==> src/verilog/udc_pkg.sv <==
package udc_pkg;

   // ----------------------------------------------------------------
   // Counter geometry
   // ----------------------------------------------------------------
   localparam int         UDC_WIDTH     = 4;
   localparam logic [3:0] UDC_STATE_MAX = 4'hF;
   localparam logic [3:0] UDC_STATE_MIN = 4'h0;
   localparam logic [3:0] UDC_STATE_RST = 4'h0;

   // ----------------------------------------------------------------
   // Register map, byte addresses of aligned 32-bit words
   // ----------------------------------------------------------------
   localparam int         UDC_ADDR_W     = 4;
   localparam logic [3:0] UDC_OFS_CONTROL = 4'h0;
   localparam logic [3:0] UDC_OFS_PRESET  = 4'h4;
   localparam logic [3:0] UDC_OFS_STATUS  = 4'h8;

   // ----------------------------------------------------------------
   // Field positions and reset values
   // ----------------------------------------------------------------
   localparam int UDC_CTRL_LOAD_N_BIT = 0;
   localparam int UDC_CTRL_CEP_N_BIT  = 1;
   localparam int UDC_CTRL_CET_N_BIT  = 2;
   localparam int UDC_CTRL_UP_BIT     = 3;
   localparam int UDC_STAT_TC_N_BIT   = 4;

   localparam logic [3:0] UDC_CTRL_RST   = 4'hF;
   localparam logic [3:0] UDC_PRESET_RST = 4'h0;

   // ----------------------------------------------------------------
   // AXI responses
   // ----------------------------------------------------------------
   localparam logic [1:0] UDC_RESP_OKAY   = 2'h0;
   localparam logic [1:0] UDC_RESP_SLVERR = 2'h2;

   // ----------------------------------------------------------------
   // Types
   // ----------------------------------------------------------------
   typedef struct packed {
      logic load_strobe_n;
      logic parallel_count_enable_n;
      logic trickle_count_enable_n;
      logic count_up;
   } udc_ctrl_t;

   typedef enum logic [1:0] {
      UDC_SEL_CONTROL,
      UDC_SEL_PRESET,
      UDC_SEL_STATUS,
      UDC_SEL_NONE
   } udc_sel_t;

   // ----------------------------------------------------------------
   // Shared arithmetic
   // ----------------------------------------------------------------
   function automatic logic [3:0] udc_step(input logic [3:0] s, input logic up);
      return up ? 4'(s + 4'h1) : 4'(s - 4'h1);
   endfunction

   function automatic logic udc_tc_n(input logic [3:0] s, input logic cet_n, input logic up);
      return !(!cet_n && ((up && s == UDC_STATE_MAX) || (!up && s == UDC_STATE_MIN)));
   endfunction

endpackage

==> src/verilog/udc_counter_core.sv <==
`timescale 1ns/1ps
`default_nettype none
module udc_counter_core (
   input  wire logic               aclk,
   input  wire logic               aresetn,
   input  wire udc_pkg::udc_ctrl_t ctrl,
   input  wire logic [3:0]         preset_data,
   output var  logic [3:0]         count_state,
   output var  logic               terminal_count_n
);
   import udc_pkg::*;

   logic [3:0] next_count_state;
   logic       next_terminal_count_n;

   // ----------------------------------------------------------------
   // Next state
   // ----------------------------------------------------------------
   always_comb begin
      next_count_state = count_state;
      if (!ctrl.load_strobe_n) begin
         next_count_state = preset_data;
      end else if (!ctrl.parallel_count_enable_n && !ctrl.trickle_count_enable_n) begin
         // Wraps naturally at 4 bits; every code is legal
         next_count_state = udc_step(count_state, ctrl.count_up);
      end
      // Flag decoded from the new state so it never lags the count
      next_terminal_count_n = udc_tc_n(next_count_state, ctrl.trickle_count_enable_n,
                                       ctrl.count_up);
   end

   always_ff @(posedge aclk) begin
      if (!aresetn) begin
         count_state      <= UDC_STATE_RST;
         terminal_count_n <= 1'b1;
      end else begin
         count_state      <= next_count_state;
         terminal_count_n <= next_terminal_count_n;
      end
   end

endmodule // udc_counter_core
`default_nettype wire

==> src/verilog/udc_up_down_counter.sv <==
`timescale 1ns/1ps
`default_nettype none
//
// Overview of operation
// - The count is four bits and wraps 15 to 0 going up and 0 to 15 going down.
// - Count and load changes happen only on the rising clock edge.
// - A load request beats counting and holding, ignoring enables and direction.
// - While the load strobe is low the preset data is copied in at the next edge.
// - Counting needs both enables low and no load; otherwise the count holds.
// - The direction select seen at the edge picks increment or decrement.
// - Terminal count idles high and is low only with trickle enable low at 15 up or 0 down.
// - Terminal count ignores the parallel enable.
// - Every 4-bit code is a legal state, so there is no illegal state to recover from.
//
module udc_up_down_counter #(
   parameter int ADDR_W = udc_pkg::UDC_ADDR_W
) (
   input  wire logic              aclk,
   input  wire logic              aresetn,
   input  wire logic [ADDR_W-1:0] s_axi_awaddr,
   input  wire logic              s_axi_awvalid,
   output var  logic              s_axi_awready,
   input  wire logic [31:0]       s_axi_wdata,
   input  wire logic [3:0]        s_axi_wstrb,
   input  wire logic              s_axi_wvalid,
   output var  logic              s_axi_wready,
   output var  logic [1:0]        s_axi_bresp,
   output var  logic              s_axi_bvalid,
   input  wire logic              s_axi_bready,
   input  wire logic [ADDR_W-1:0] s_axi_araddr,
   input  wire logic              s_axi_arvalid,
   output var  logic              s_axi_arready,
   output var  logic [31:0]       s_axi_rdata,
   output var  logic [1:0]        s_axi_rresp,
   output var  logic              s_axi_rvalid,
   input  wire logic              s_axi_rready,
   output var  logic [3:0]        count_state,
   output var  logic              terminal_count_n
);
   import udc_pkg::*;

   // ----------------------------------------------------------------
   // Address decode
   // ----------------------------------------------------------------
   // Byte offset bits below the word are ignored
   function automatic udc_sel_t udc_decode(input logic [ADDR_W-1:0] a);
      logic [ADDR_W-1:0] word;
      word = {a[ADDR_W-1:2], 2'b00};
      if (word == ADDR_W'(UDC_OFS_CONTROL)) return UDC_SEL_CONTROL;
      if (word == ADDR_W'(UDC_OFS_PRESET))  return UDC_SEL_PRESET;
      if (word == ADDR_W'(UDC_OFS_STATUS))  return UDC_SEL_STATUS;
      return UDC_SEL_NONE;
   endfunction

   // ----------------------------------------------------------------
   // Software-visible state
   // ----------------------------------------------------------------
   logic [3:0]        control;
   logic [3:0]        preset;
   logic [3:0]        next_control;
   logic [3:0]        next_preset;
   udc_ctrl_t         ctrl;

   // ----------------------------------------------------------------
   // Write channel state
   // ----------------------------------------------------------------
   logic              aw_held;
   logic [ADDR_W-1:0] aw_addr;
   logic              w_held;
   logic [31:0]       w_data;
   logic [3:0]        w_strb;
   logic              next_aw_held;
   logic [ADDR_W-1:0] next_aw_addr;
   logic              next_w_held;
   logic [31:0]       next_w_data;
   logic [3:0]        next_w_strb;
   logic              next_awready;
   logic              next_wready;
   logic              next_bvalid;
   logic [1:0]        next_bresp;
   udc_sel_t          wsel;

   // ----------------------------------------------------------------
   // Read channel state
   // ----------------------------------------------------------------
   logic              next_arready;
   logic              next_rvalid;
   logic [31:0]       next_rdata;
   logic [1:0]        next_rresp;
   logic [3:0]        core_state;
   logic              core_tc_n;

   assign ctrl = '{load_strobe_n:           control[UDC_CTRL_LOAD_N_BIT],
                   parallel_count_enable_n: control[UDC_CTRL_CEP_N_BIT],
                   trickle_count_enable_n:  control[UDC_CTRL_CET_N_BIT],
                   count_up:                control[UDC_CTRL_UP_BIT]};

   // ----------------------------------------------------------------
   // Write path
   // ----------------------------------------------------------------
   // Address and data may come in either order; commit is one edge
   // after both are held, which keeps the decode off the input path
   always_comb begin
      next_aw_held = aw_held;
      next_aw_addr = aw_addr;
      next_w_held  = w_held;
      next_w_data  = w_data;
      next_w_strb  = w_strb;
      next_bvalid  = s_axi_bvalid;
      next_bresp   = s_axi_bresp;
      next_control = control;
      next_preset  = preset;
      wsel         = udc_decode(aw_addr);
      if (s_axi_bvalid && s_axi_bready) begin
         next_bvalid = 1'b0;
      end
      if (s_axi_awvalid && s_axi_awready) begin
         next_aw_held = 1'b1;
         next_aw_addr = s_axi_awaddr;
      end
      if (s_axi_wvalid && s_axi_wready) begin
         next_w_held = 1'b1;
         next_w_data = s_axi_wdata;
         next_w_strb = s_axi_wstrb;
      end
      if (aw_held && w_held && !s_axi_bvalid) begin
         next_aw_held = 1'b0;
         next_w_held  = 1'b0;
         next_bvalid  = 1'b1;
         next_bresp   = UDC_RESP_OKAY;
         case (wsel)
            UDC_SEL_CONTROL: begin
               if (w_strb[0]) begin
                  next_control = w_data[3:0];
               end
            end
            UDC_SEL_PRESET: begin
               if (w_strb[0]) begin
                  next_preset = w_data[3:0];
               end
            end
            UDC_SEL_STATUS: begin
               next_bresp = UDC_RESP_OKAY;
            end
            default: begin
               next_bresp = UDC_RESP_SLVERR;
            end
         endcase
      end
      next_awready = !next_aw_held && !next_bvalid;
      next_wready  = !next_w_held && !next_bvalid;
   end

   always_ff @(posedge aclk) begin
      if (!aresetn) begin
         aw_held       <= 1'b0;
         aw_addr       <= '0;
         w_held        <= 1'b0;
         w_data        <= 32'h0000_0000;
         w_strb        <= 4'h0;
         s_axi_awready <= 1'b0;
         s_axi_wready  <= 1'b0;
         s_axi_bvalid  <= 1'b0;
         s_axi_bresp   <= UDC_RESP_OKAY;
         control       <= UDC_CTRL_RST;
         preset        <= UDC_PRESET_RST;
      end else begin
         aw_held       <= next_aw_held;
         aw_addr       <= next_aw_addr;
         w_held        <= next_w_held;
         w_data        <= next_w_data;
         w_strb        <= next_w_strb;
         s_axi_awready <= next_awready;
         s_axi_wready  <= next_wready;
         s_axi_bvalid  <= next_bvalid;
         s_axi_bresp   <= next_bresp;
         control       <= next_control;
         preset        <= next_preset;
      end
   end

   // ----------------------------------------------------------------
   // Read path
   // ----------------------------------------------------------------
   always_comb begin
      next_rvalid = s_axi_rvalid;
      next_rdata  = s_axi_rdata;
      next_rresp  = s_axi_rresp;
      if (s_axi_rvalid && s_axi_rready) begin
         next_rvalid = 1'b0;
      end
      if (s_axi_arvalid && s_axi_arready) begin
         next_rvalid = 1'b1;
         next_rresp  = UDC_RESP_OKAY;
         next_rdata  = 32'h0000_0000;
         case (udc_decode(s_axi_araddr))
            UDC_SEL_CONTROL: begin
               next_rdata[3:0] = control;
            end
            UDC_SEL_PRESET: begin
               next_rdata[3:0] = preset;
            end
            UDC_SEL_STATUS: begin
               next_rdata[3:0]               = core_state;
               next_rdata[UDC_STAT_TC_N_BIT] = core_tc_n;
            end
            default: begin
               next_rresp = UDC_RESP_SLVERR;
            end
         endcase
      end
      next_arready = !next_rvalid;
   end

   always_ff @(posedge aclk) begin
      if (!aresetn) begin
         s_axi_arready <= 1'b0;
         s_axi_rvalid  <= 1'b0;
         s_axi_rdata   <= 32'h0000_0000;
         s_axi_rresp   <= UDC_RESP_OKAY;
      end else begin
         s_axi_arready <= next_arready;
         s_axi_rvalid  <= next_rvalid;
         s_axi_rdata   <= next_rdata;
         s_axi_rresp   <= next_rresp;
      end
   end

   // ----------------------------------------------------------------
   // Counter
   // ----------------------------------------------------------------
   // Flag is a registered decode, so it is glitch free here even
   // though downstream logic should still not clock from it
   udc_counter_core u_core (
      .aclk             (aclk),
      .aresetn          (aresetn),
      .ctrl             (ctrl),
      .preset_data      (preset),
      .count_state      (core_state),
      .terminal_count_n (core_tc_n)
   );

   assign count_state      = core_state;
   assign terminal_count_n = core_tc_n;

endmodule // udc_up_down_counter
`default_nettype wire

==> config.mk <==
export PLATFORM = sky130hd
export DESIGN_NAME = udc_up_down_counter
export DESIGN_NICKNAME = d
export VERILOG_FILES = /design/src/verilog/udc_pkg.sv /design/src/verilog/udc_counter_core.sv /design/src/verilog/udc_up_down_counter.sv
export SDC_FILE = /design/constraint.sdc
export NUM_CORES = 1
export LEC_CHECK = 0
export BUFFER_PORTS_ARGS = -buffer_cell sky130_fd_sc_hd__buf_2
export CORE_UTILIZATION = 35
export DETAILED_ROUTE_END_ITERATION = 8
export HOLD_SLACK_MARGIN = 0.05
export PLACE_DENSITY = 0.74
export RECOVER_POWER = 50
export SLEW_MARGIN = 10
export SYNTH_ARGS = -nofsm -noshare
export SYNTH_HDL_FRONTEND = slang
export SYNTH_SLANG_ARGS = --single-unit
==> constraint.sdc <==
create_clock -name aclk -period 1.65 [get_ports aclk]
set_input_delay 0.0825 -clock aclk [delete_from_list [all_inputs] [get_ports aclk]]
set_output_delay 0.0825 -clock aclk [all_outputs]
set_load 0.01 [all_outputs]
==> flow_metrics.tcl, run 1 <==
set metrics [dict create \
    status "complete, no violations" \
    cp-end-kind "flip-flop" \
    placedInstanceArea_mm2 0.00191 \
    slowest_delay_ns 0.35 \
    pin_count 97 \
    finish.net_count 300 \
    root_buffer "clkbuf_8" \
    yosysWarnings 0 \
    finalSetupViolCount 0 \
    areaGrowthSynthToFinish_pct 16.9 \
    rsz0062_at_grt "yes" \
    slowest_stage "dfxtp_2" \
    post-cts-setup-buffer-count 0 \
    drive_gt1_share_pct 18.7 \
    postRouteAntennaNets 0 \
    ys_ff_latch 34 \
    antennaDiodeCount 0 \
    ys.flop_type "dfxtp_1" \
    final.period_utilization_pct 99.0 \
    holdWs_ns 0.0581 \
    p_leak_nw 0.848 \
    n_fill_cell 486 \
    async_flop_share_pct 0 \
    wl_met2_mm 1.54 \
    min-delay-path-class "in2reg" \
    wl_mm 3.35 \
    cts_sinks 34 \
    cp_data_arrival_time_ns 1.80 \
    maxCapViolCount 0 \
    dp_hpwl_mm 2.50 \
    p_per_area_mw_per_mm2 770 \
    tns_ns 0 \
    cts_tree "done" \
    gr-usage-all-layers_pct 14.0 \
    cp-start-kind "flip-flop" \
    h-tree-depth 2 \
    drt_iter0_markers 61 \
    routed.top_layer "met4" \
    cts_buffers 5 \
    drc 0 \
    avgSynthCellArea_um2 8.49 \
    ir_drop_v 0.000628 \
    finalHoldViolations 0 \
    period_needed_ns 1.63 \
    grt_pass1_wl_mm 5.71 \
    insertion_delay_ns 0.28 \
    cp_cell_sequence "inv_4 > fa_2 > xor2_1 > nor2_1 > o22ai_2 > nor4_2 > mux2i_1" \
    skew_ns 0.00265 \
    syn_area_mm2 0.00176 \
    wl_met1_mm 1.58 \
    cts_buffer_depth 2 \
    die-height_um 72.9 \
    vias 1426 \
    die_area_mm2 0.00531 \
    gp_congestion 0.820 \
    syn_inst 207 \
    dr.pass1.iters 4 \
    ys_seq_area_share_pct 38.7 \
    rows 25 \
    final_util_pct 42.9 \
    dpl.cell_count 305 \
    criticalPathCategory "reg2reg" \
    antenna_found_initial 0 \
    die_width_um 72.9 \
    crit_required_ns 1.82 \
    numPortBuffers 32 \
    design.core.area_mm2 0.00479 \
    grt_pass1_vias 1356 \
    wl_per_cell_um 10.7 \
    viasPerCell 4.56 \
    clk_pin_slew_ns 0.06 \
    stdcell_count 313 \
    multiInputGateArea_um2 982 \
    fin_area_mm2 0.00205 \
    synth-edff-count 0 \
    ys_types 35 \
    grt_max_degree 28 \
    path_max_fanout 4 \
    met3RoutedLength_um 210 \
    grt-ovfl-total 0 \
    slew_violations 0 \
    seqCellArea_um2 683 \
    fmax_mhz 612 \
    initial_core_util_pct 36.7 \
]
==> cell families (layout without fill, tap and decap cells) <==
kind of cell / after synthesis / after routing / synth area share, %
buffers and inverters: 40 / 51 / 15.1
muxes: 8 / 8 / 4.56
xor gates and xnor gates: 2 / 2 / 0.997
AOI/OAI and AO/OA: 37 / 37 / 13.6
DFF: 34 / 34 / 38.7
and+or+nand+nor: 82 / 82 / 24.3
other: 1 / 29 / 0.213
adders and majority gates: 3 / 3 / 2.56
==> registers in the layout, indices dropped and copies added (netlist names) <==
name	count
aw_addr	2
s_axi_wready	1
u_core.count_state	4
w_data	4
preset	4
w_strb	1
s_axi_rvalid	1
aw_held	1
s_axi_bvalid	1
w_held	1
s_axi_rdata	5
u_core.terminal_count_n	1
s_axi_bresp	1
control	4
s_axi_rresp	1
s_axi_awready	1
s_axi_arready	1
==> worst max-delay path, delay by kind of cell (launching register included) <==
family          cells  cell delay, ns
xor+xnor            1            0.15
buf+inv             1            0.06
compound gates      1            0.10
simple gates        2            0.40
mux                 1            0.11
flops               1            0.35
fa+ha+maj           1            0.34
==> synth_stat cells (2+ instances only) <==
| library cell | instances | area share [%] |
|---|---|---|
| nand2b_1 | 2 | 0.71 |
| and2_1 | 9 | 3.2 |
| a21boi_0 | 14 | 6.0 |
| a21oi_1 | 10 | 2.8 |
| nor2_1 | 10 | 2.1 |
| o211ai_1 | 3 | 1.3 |
| mux2i_1 | 8 | 4.6 |
| clkbuf_1 | 5 | 1.1 |
| nand2_1 | 30 | 6.4 |
| buf_2 | 2 | 0.57 |
| dfxtp_1 | 34 | 39 |
| buf_4 | 30 | 13 |
| inv_1 | 3 | 0.64 |
| and3_1 | 5 | 1.8 |
| ha_1 | 2 | 1.4 |
| nor2b_1 | 3 | 1.1 |
| nand3_1 | 14 | 4.0 |
| o21ai_0 | 6 | 1.7 |
==> final timing paths <==
kind	startpoint	end	slack, ns	cells past startpoint
worst max-delay path	control[3]	u_core.terminal_count_n	0.02	7
worst min-delay path	s_axi_wstrb[0]	w_strb[0]	0.06	3
worst max register to register	control[3]	u_core.terminal_count_n	0.02	7
worst min register to register	w_strb[0]	w_strb[0]	0.47	2
==> cell type report <==
type	instances	area share [%]
Clock buffer	7	3.71
Inverter	3	0.670
Multi-Input combinational cell	161	47.8
Sequential cell	34	33.3
Tap cell	67	4.08
Timing Repair Buffer	41	10.5
==> power breakdown <==
group          switching, mW  internal (mW)
Combinational         0.0915         0.0529
Sequential            0.0225          0.847
Clock                  0.278          0.290
Total                  0.392           1.19
==> through the flow <==
step	setup WS, ns	total power [mW]
finish	0.0167	1.58
global route	-0.0973	1.67
CTS	0.00197	1.60
detailed placement	-0.0888	1.03
global placement	-0.0657	1.03
floorplan	0.00792	1.03
==> cell usage in the layout (no fill, tap or decap), types with 2 or more instances in the layout <==
cell / n
nand2_1: 30
conb_1: 29
mux2i_1: 8
dfxtp_2: 2
ha_4: 2
a21oi_1: 8
inv_1: 2
and3_1: 5
clkbuf_8: 5
nor2b_1: 3
and2_1: 8
a21oi_2: 2
nand2b_1: 2
o21ai_0: 6
buf_4: 8
o211ai_1: 3
nand3_1: 13
a21boi_0: 14
buf_2: 20
dfxtp_1: 32
nor2_1: 10
clkbuf_1: 14
==> metal layers <==
metal  up-vias  track usage (%)
met2        49             23.5
li1        727                -
met5         -                0
met3         2             5.39
met4         0             3.92
met1       648             16.6
==> what timing repair did <==
action | CTS | global route
gates cloned | 0 | 0
pin swaps | 1 | 3
resized for setup | 6 | 8
setup endpoints to repair | 2 | 2
hold endpoints to repair | 1 | 0
hold buffers | 1 | 0
Power figures use the tool's default switching activity.
==> run 2, diff against run 1 <==
--- a/config.mk
+++ b/config.mk
@@ -8,6 +8,7 @@
 export BUFFER_PORTS_ARGS = -buffer_cell sky130_fd_sc_hd__buf_2
 export CORE_UTILIZATION = 35
 export DETAILED_ROUTE_END_ITERATION = 8
+export GPL_TIMING_DRIVEN = 0
 export HOLD_SLACK_MARGIN = 0.05
 export PLACE_DENSITY = 0.74
 export RECOVER_POWER = 50
==> run 2 against run 1 <==
Against the previous run: final cell count increased by 10%; flip-flop and latch count unchanged; register-to-register slack improved by 0.03 ns; fmax increased by 2.0%; clock skew increased by 0.0026 ns; critical path depth unchanged; design area increased by 14%; sequential power about the same; worst setup slack improved by 0.032 ns; combinational power increased by 42%; hold slack improved by 0.0042 ns; power increased by 13%; critical path type unchanged.
==> flow_metrics.tcl, run 2 (same netlist as run 1, synthesis figures left out) <==
set metrics [dict create \
    status "complete, no violations" \
    wl_met1_mm 1.62 \
    p_per_area_mw_per_mm2 761 \
    numPortBuffers 31 \
    finalHoldViolations 0 \
    ir_drop_v 0.000565 \
    vias 1514 \
    areaGrowthSynthToFinish_pct 33.5 \
    min-delay-path-class "in2reg" \
    rsz0062_at_grt "yes" \
    grt-ovfl-total 0 \
    wl_mm 3.45 \
    layout_commonest_cell "buf_4" \
    drive_gt1_share_pct 28.4 \
    multiInputGateArea_mm2 0.00101 \
    slowest_delay_ns 0.38 \
    cp_data_arrival_time_ns 1.82 \
    grt_pass1_vias 1374 \
    wl_per_cell_um 10.0 \
    gr-usage-all-layers_pct 14.6 \
    crit_required_ns 1.87 \
    fin_area_mm2 0.00235 \
    antennaDiodeCount 0 \
    cts_buffer_depth 2 \
    cp-end-kind "flip-flop" \
    grt_max_degree 11 \
    cts_tree "done" \
    finish.net_count 331 \
    wl_met2_mm 1.62 \
    pin_count 97 \
    viasPerCell 4.39 \
    n_fill_cell 474 \
    root_buffer "clkbuf_8" \
    die_area_mm2 0.00531 \
    insertion_delay_ns 0.29 \
    finalSetupViolCount 0 \
    fmax_mhz 624 \
    dr.pass1.iters 4 \
    largest_reg_flops 5 \
    dp_hpwl_mm 2.61 \
    cts_buffers 5 \
    slowest_stage "dfxtp_4" \
    regMostFlops "s_axi_rdata" \
    die_width_um 72.9 \
    final.period_utilization_pct 97.1 \
    rows 25 \
    postRouteAntennaNets 0 \
    antenna_found_initial 0 \
    gp_congestion 0.816 \
    placedInstanceArea_mm2 0.00210 \
    die-height_um 72.9 \
    initial_core_util_pct 36.7 \
    met3RoutedLength_um 183 \
    cp-start-kind "flip-flop" \
    design.core.area_mm2 0.00479 \
    grt_pass1_wl_mm 5.99 \
    clk_pin_slew_ns 0.07 \
    period_needed_ns 1.60 \
    drc 0 \
    cts_sinks 34 \
    final_util_pct 49.0 \
    seqCellArea_um2 691 \
    path_max_fanout 6 \
    routed.top_layer "met4" \
    h-tree-depth 2 \
    final_cell_mix "buf_4, nand2_1, dfxtp_1, conb_1, buf_2" \
    skew_ns 0.00526 \
    cp_cell_sequence "inv_8 > ha_4 > a21oi_4 > a2111oi_4 > a41oi_2 > nand3_2 > mux2i_1" \
    p_total_mw 1.79 \
    p_leak_nw 1.06 \
    slew_violations 0 \
    drt_iter0_markers 49 \
    maxCapViolCount 0 \
    criticalPathCategory "reg2reg" \
]
-- run 2: cell types whose count changed in the layout (fill, tap and decap cells not counted), sizes merged --
cell         change
clkbuf           +5
dlygate4sd3      +1
buf             +26
-- run 2: where the power goes --
group          total (mW)  internal [mW]  leakage [nW]  switching, mW
logic               0.205          0.101         0.722          0.104
registers           0.867          0.843         0.278         0.0238
clock network       0.714          0.421        0.0575          0.293
-- run 2: cell type report --
class	count	area share, %
tap	67	3.57
clock buffer	8	4.69
inverter	3	0.800
buffer	37	10.8
timing repair buffer	35	7.52
multi-input combinational	161	43.1
sequential	34	29.4
-- run 2: repair_timing --
item	4_1_cts	5_1_grt
pin swaps	5	6
buffers inserted	2	0
endpoints found under the hold margin	2	0
hold buffers	2	0
endpoints found under the setup margin	2	2
gates resized for setup	13	9
-- run 2: per-layer routing --
layer | global-route usage [%] | up-vias
met5 | 0 | -
met4 | 3.92 | 0
met3 | 4.70 | 3
met2 | 24.4 | 47
met1 | 18.1 | 678
li1 | - | 786
-- run 2: critical path, delay by kind of cell (launching register included) --
| family | cells | cell delay (ns) |
|---|---|---|
| multiplexers | 1 | 0.18 |
| AO/OA/AOI/OAI | 3 | 0.52 |
| AND/OR/NAND/NOR | 1 | 0.11 |
| buffers and inverters | 1 | 0.05 |
| adder cells (fa/ha/maj) | 1 | 0.30 |
| flip-flops | 1 | 0.38 |
-- run 2: stage by stage --
step	std cells	hold WS, ns	setup TNS [ns]	worst slack [ns]
after global routing	345	0.0677	-0.0135	-0.0135
after floorplan	235	0.236	0	0.00792
final	345	0.0624	0	0.0485
after CTS	345	0.0535	0	0.00633
after detailed placement	333	0.356	-0.455	-0.246
after global placement	333	0.347	-0.295	-0.164
-- run 2: worst paths after layout --
path | startpoint | endpoint | slack [ns] | depth (start not counted)
worst max-delay path | control[3] | u_core.terminal_count_n | 0.05 | 7
worst min-delay path | s_axi_wdata[0] | w_data[0] | 0.06 | 3
worst max register to register | control[3] | u_core.terminal_count_n | 0.05 | 7
worst min register to register | s_axi_rresp[1] | s_axi_rresp[1] | 0.47 | 2
==> run 3, diff against run 2 <==
--- a/config.mk
+++ b/config.mk
@@ -10,9 +10,10 @@
 export DETAILED_ROUTE_END_ITERATION = 8
 export GPL_TIMING_DRIVEN = 0
 export HOLD_SLACK_MARGIN = 0.05
-export PLACE_DENSITY = 0.74
+export PLACE_DENSITY = 0.73
 export RECOVER_POWER = 50
-export SLEW_MARGIN = 10
+export SLEW_MARGIN = 20
 export SYNTH_ARGS = -nofsm -noshare
 export SYNTH_HDL_FRONTEND = slang
+export SYNTH_HIERARCHICAL = 1
 export SYNTH_SLANG_ARGS = --single-unit
==> run 3 against run 2 <==
Against the previous run: the flow now finishes with violations (setup timing); count of clock-buffer cells in the layout fell by 2; via count fell by 1.7%; design area fell by 1.5%; routed wire length rose by 1.3%; sequential share of layout area rose by 0.41 points; clock skew barely moved; critical path type unchanged; critical endpoint is now u_core/terminal_count_n; largest power group unchanged.
==> flow_metrics.tcl, run 3 <==
set metrics [dict create \
    drive_gt1_share_pct 27.4 \
    yosysWarnings 6 \
    vias 1488 \
    path_max_fanout 6 \
    ys_top_cells_by_count "dfxtp_1, buf_4, nand2_1" \
    layout_commonest_cell "buf_4" \
    min_from "s_axi_wdata[1]" \
    cts_tree "done" \
    drt_iter0_markers 92 \
    p_comb_share_pct 13.3 \
    cp_data_arrival_time_ns 1.87 \
    ir_drop_v 0.000423 \
    grt_max_degree 13 \
    p_int_mw 1.30 \
    place_ws_ns -0.169 \
    power.net_switching_mw 0.455 \
    antennaDiodeCount 0 \
    seq_power_share_pct 49.9 \
    cts_buffers 5 \
    initial_core_util_pct 36.3 \
    pin_count 97 \
    cts_buffer_depth 2 \
    areaGrowthSynthToFinish_pct 24.7 \
    violations "setup timing" \
    wl_met1_mm 1.62 \
    design.core.area_mm2 0.00511 \
    placedInstanceArea_mm2 0.00220 \
    p_per_area_mw_per_mm2 760 \
    ys_seq_area_share_pct 36.8 \
    routed.top_layer "met4" \
    final_util_pct 45.2 \
    die_area_mm2 0.00559 \
    numPortBuffers 30 \
    synth_top_area_cell "dfxtp_1" \
    synth_top_area_share_pct 36.8 \
    final.period_utilization_pct 103 \
    grt_pass1_wl_mm 5.86 \
    period_needed_ns 1.71 \
    dr.pass1.iters 4 \
    wl_met2_mm 1.62 \
    finalSetupViolCount 1 \
    grt_pass1_vias 1313 \
    crit_required_ns 1.81 \
    swShare_pct 25.9 \
    finalHoldViolations 0 \
    gr-usage-all-layers_pct 14.1 \
    avgSynthCellArea_um2 9.08 \
    rsz0062_at_grt "yes" \
    met3RoutedLength_um 205 \
    skew_ns 0.00544 \
    wl_mm 3.50 \
    stdcell_count 344 \
    die-height_um 74.7 \
    grt-ovfl-total 0 \
    cp-start-kind "flip-flop" \
    final_cell_mix "buf_4, dfxtp_1, conb_1, nand2_1, buf_2" \
    h-tree-depth 2 \
    rows 26 \
    synth-edff-count 0 \
    fin_ws_ns -0.0565 \
    antenna_found_initial 0 \
    min-delay-path-class "in2reg" \
    r2r-start "control[3]" \
    root_buffer "clkbuf_8" \
    insertion_delay_ns 0.29 \
    cp-end-kind "flip-flop" \
    regMostFlops "s_axi_rdata" \
    ys.flop_type "dfxtp_1" \
    async_flop_share_pct 0 \
    p_leak_nw 0.983 \
    dp_hpwl_mm 2.60 \
    syn_inst 204 \
    startpoint "control[3]" \
    slew_violations 0 \
    synth_area_leaders "dfxtp_1, buf_4, mux2i_1, nand2_1, a21boi_0" \
    dpl.cell_count 332 \
    status "finished with violations" \
    maxCapViolCount 0 \
    wl_per_cell_um 10.2 \
    power.share.clock_pct 36.8 \
    finish.net_count 327 \
    ys_ff_latch 34 \
    clk_pin_slew_ns 0.07 \
    cts_sinks 34 \
    viasPerCell 4.33 \
    synth.most_common_cell "dfxtp_1" \
    fmax_mhz 586 \
    syn_area_mm2 0.00185 \
    die_width_um 74.7 \
    ys_types 42 \
    gp_congestion 0.856 \
    largest_reg_flops 5 \
    fin_area_mm2 0.00231 \
    postRouteAntennaNets 0 \
    criticalPathCategory "reg2reg" \
    drc 0 \
]
==> run 3: cell types whose count changed in the layout (fill, tap and decap cells not counted), moves of 3 or more <==
cell / before / now
nand2_1: 30 / 27
o21ai_0: 6 / 1
nand3_1: 12 / 9
nor2b_1: 3 / 8
and2_1: 9 / 5
mux2i_1: 8 / 14
nand3b_1: 0 / 5
buf_2: 22 / 19
a21oi_1: 8 / 5
nor3b_1: 0 / 4
==> run 3: worst paths after layout <==
check	endpoint	slack, ns	cells after the start
setup / recovery	u_core/terminal_count_n	-0.06	6
hold / removal	w_data[1]	0.07	3
setup reg to reg	u_core/terminal_count_n	-0.06	6
hold reg to reg	s_axi_rdata[4]	0.46	2
==> run 3: layout make-up <==
class                      instances  area (um^2)
buffer                            36          254
clock buffer                       6         82.6
clock inverter                     2         12.5
fill                             518         2800
inverter                           2         10.0
multi-input combinational        160         1000
sequential                        34          689
tap                               70         87.6
timing repair buffer              34          169
==> run 3: power by group through the flow <==
| stage | combinational, mW | sequential [mW] | clock [mW] |
|---|---|---|---|
| finish | 0.234 | 0.876 | 0.645 |
| global route | 0.267 | 0.881 | 0.710 |
| CTS | 0.237 | 0.878 | 0.674 |
| detailed placement | 0.234 | 0.900 | 0 |
| global placement | 0.232 | 0.899 | 0 |
| floorplan | 0.168 | 0.904 | 0 |
==> run 3: timing repair <==
item,CTS,global route
hold buffers,2,0
gates resized for setup,5,1
endpoints found under the setup margin,1,1
setup buffers,2,0
pin swaps,3,0
hold endpoints to repair,2,0
==> run 3: kinds of logic (layout without fill, tap and decap cells) <==
| logic type | Yosys count | in the layout | synth area share (%) |
|---|---|---|---|
| other cells | 1 | 29 | 0.203 |
| xor+xnor | 2 | 2 | 0.946 |
| simple gates | 86 | 86 | 27.6 |
| fa+ha+maj | 3 | 3 | 2.43 |
| mux | 14 | 14 | 7.57 |
| flops | 34 | 34 | 36.8 |
| buf+inv | 38 | 80 | 14.1 |
| compound gates | 26 | 26 | 10.4 |
==> run 3: critical path, cell delays in order (launching register included) <==
cell	delay, ns
dfxtp_4	0.35
inv_4	0.08
fa_2	0.43
mux2i_1	0.15
a21oi_1	0.12
nor4_1	0.32
mux2i_1	0.13
==> run 3: through the flow <==
step                power (mW)  setup TNS [ns]  hold slack [ns]
finish                    1.75         -0.0565           0.0677
global route              1.86         -0.0929           0.0683
CTS                       1.79               0           0.0515
detailed placement        1.13          -0.169            0.353
global placement          1.13          -0.160            0.355
floorplan                 1.07               0            0.204
==> run 3: routing by layer <==
| metal | vias up | GRT usage, % |
|---|---|---|
| met1 | 652 | 17.6 |
| met4 | 0 | 5.03 |
| li1 | 783 | - |
| met5 | - | 0 |
| met2 | 47 | 22.4 |
| met3 | 6 | 5.22 |
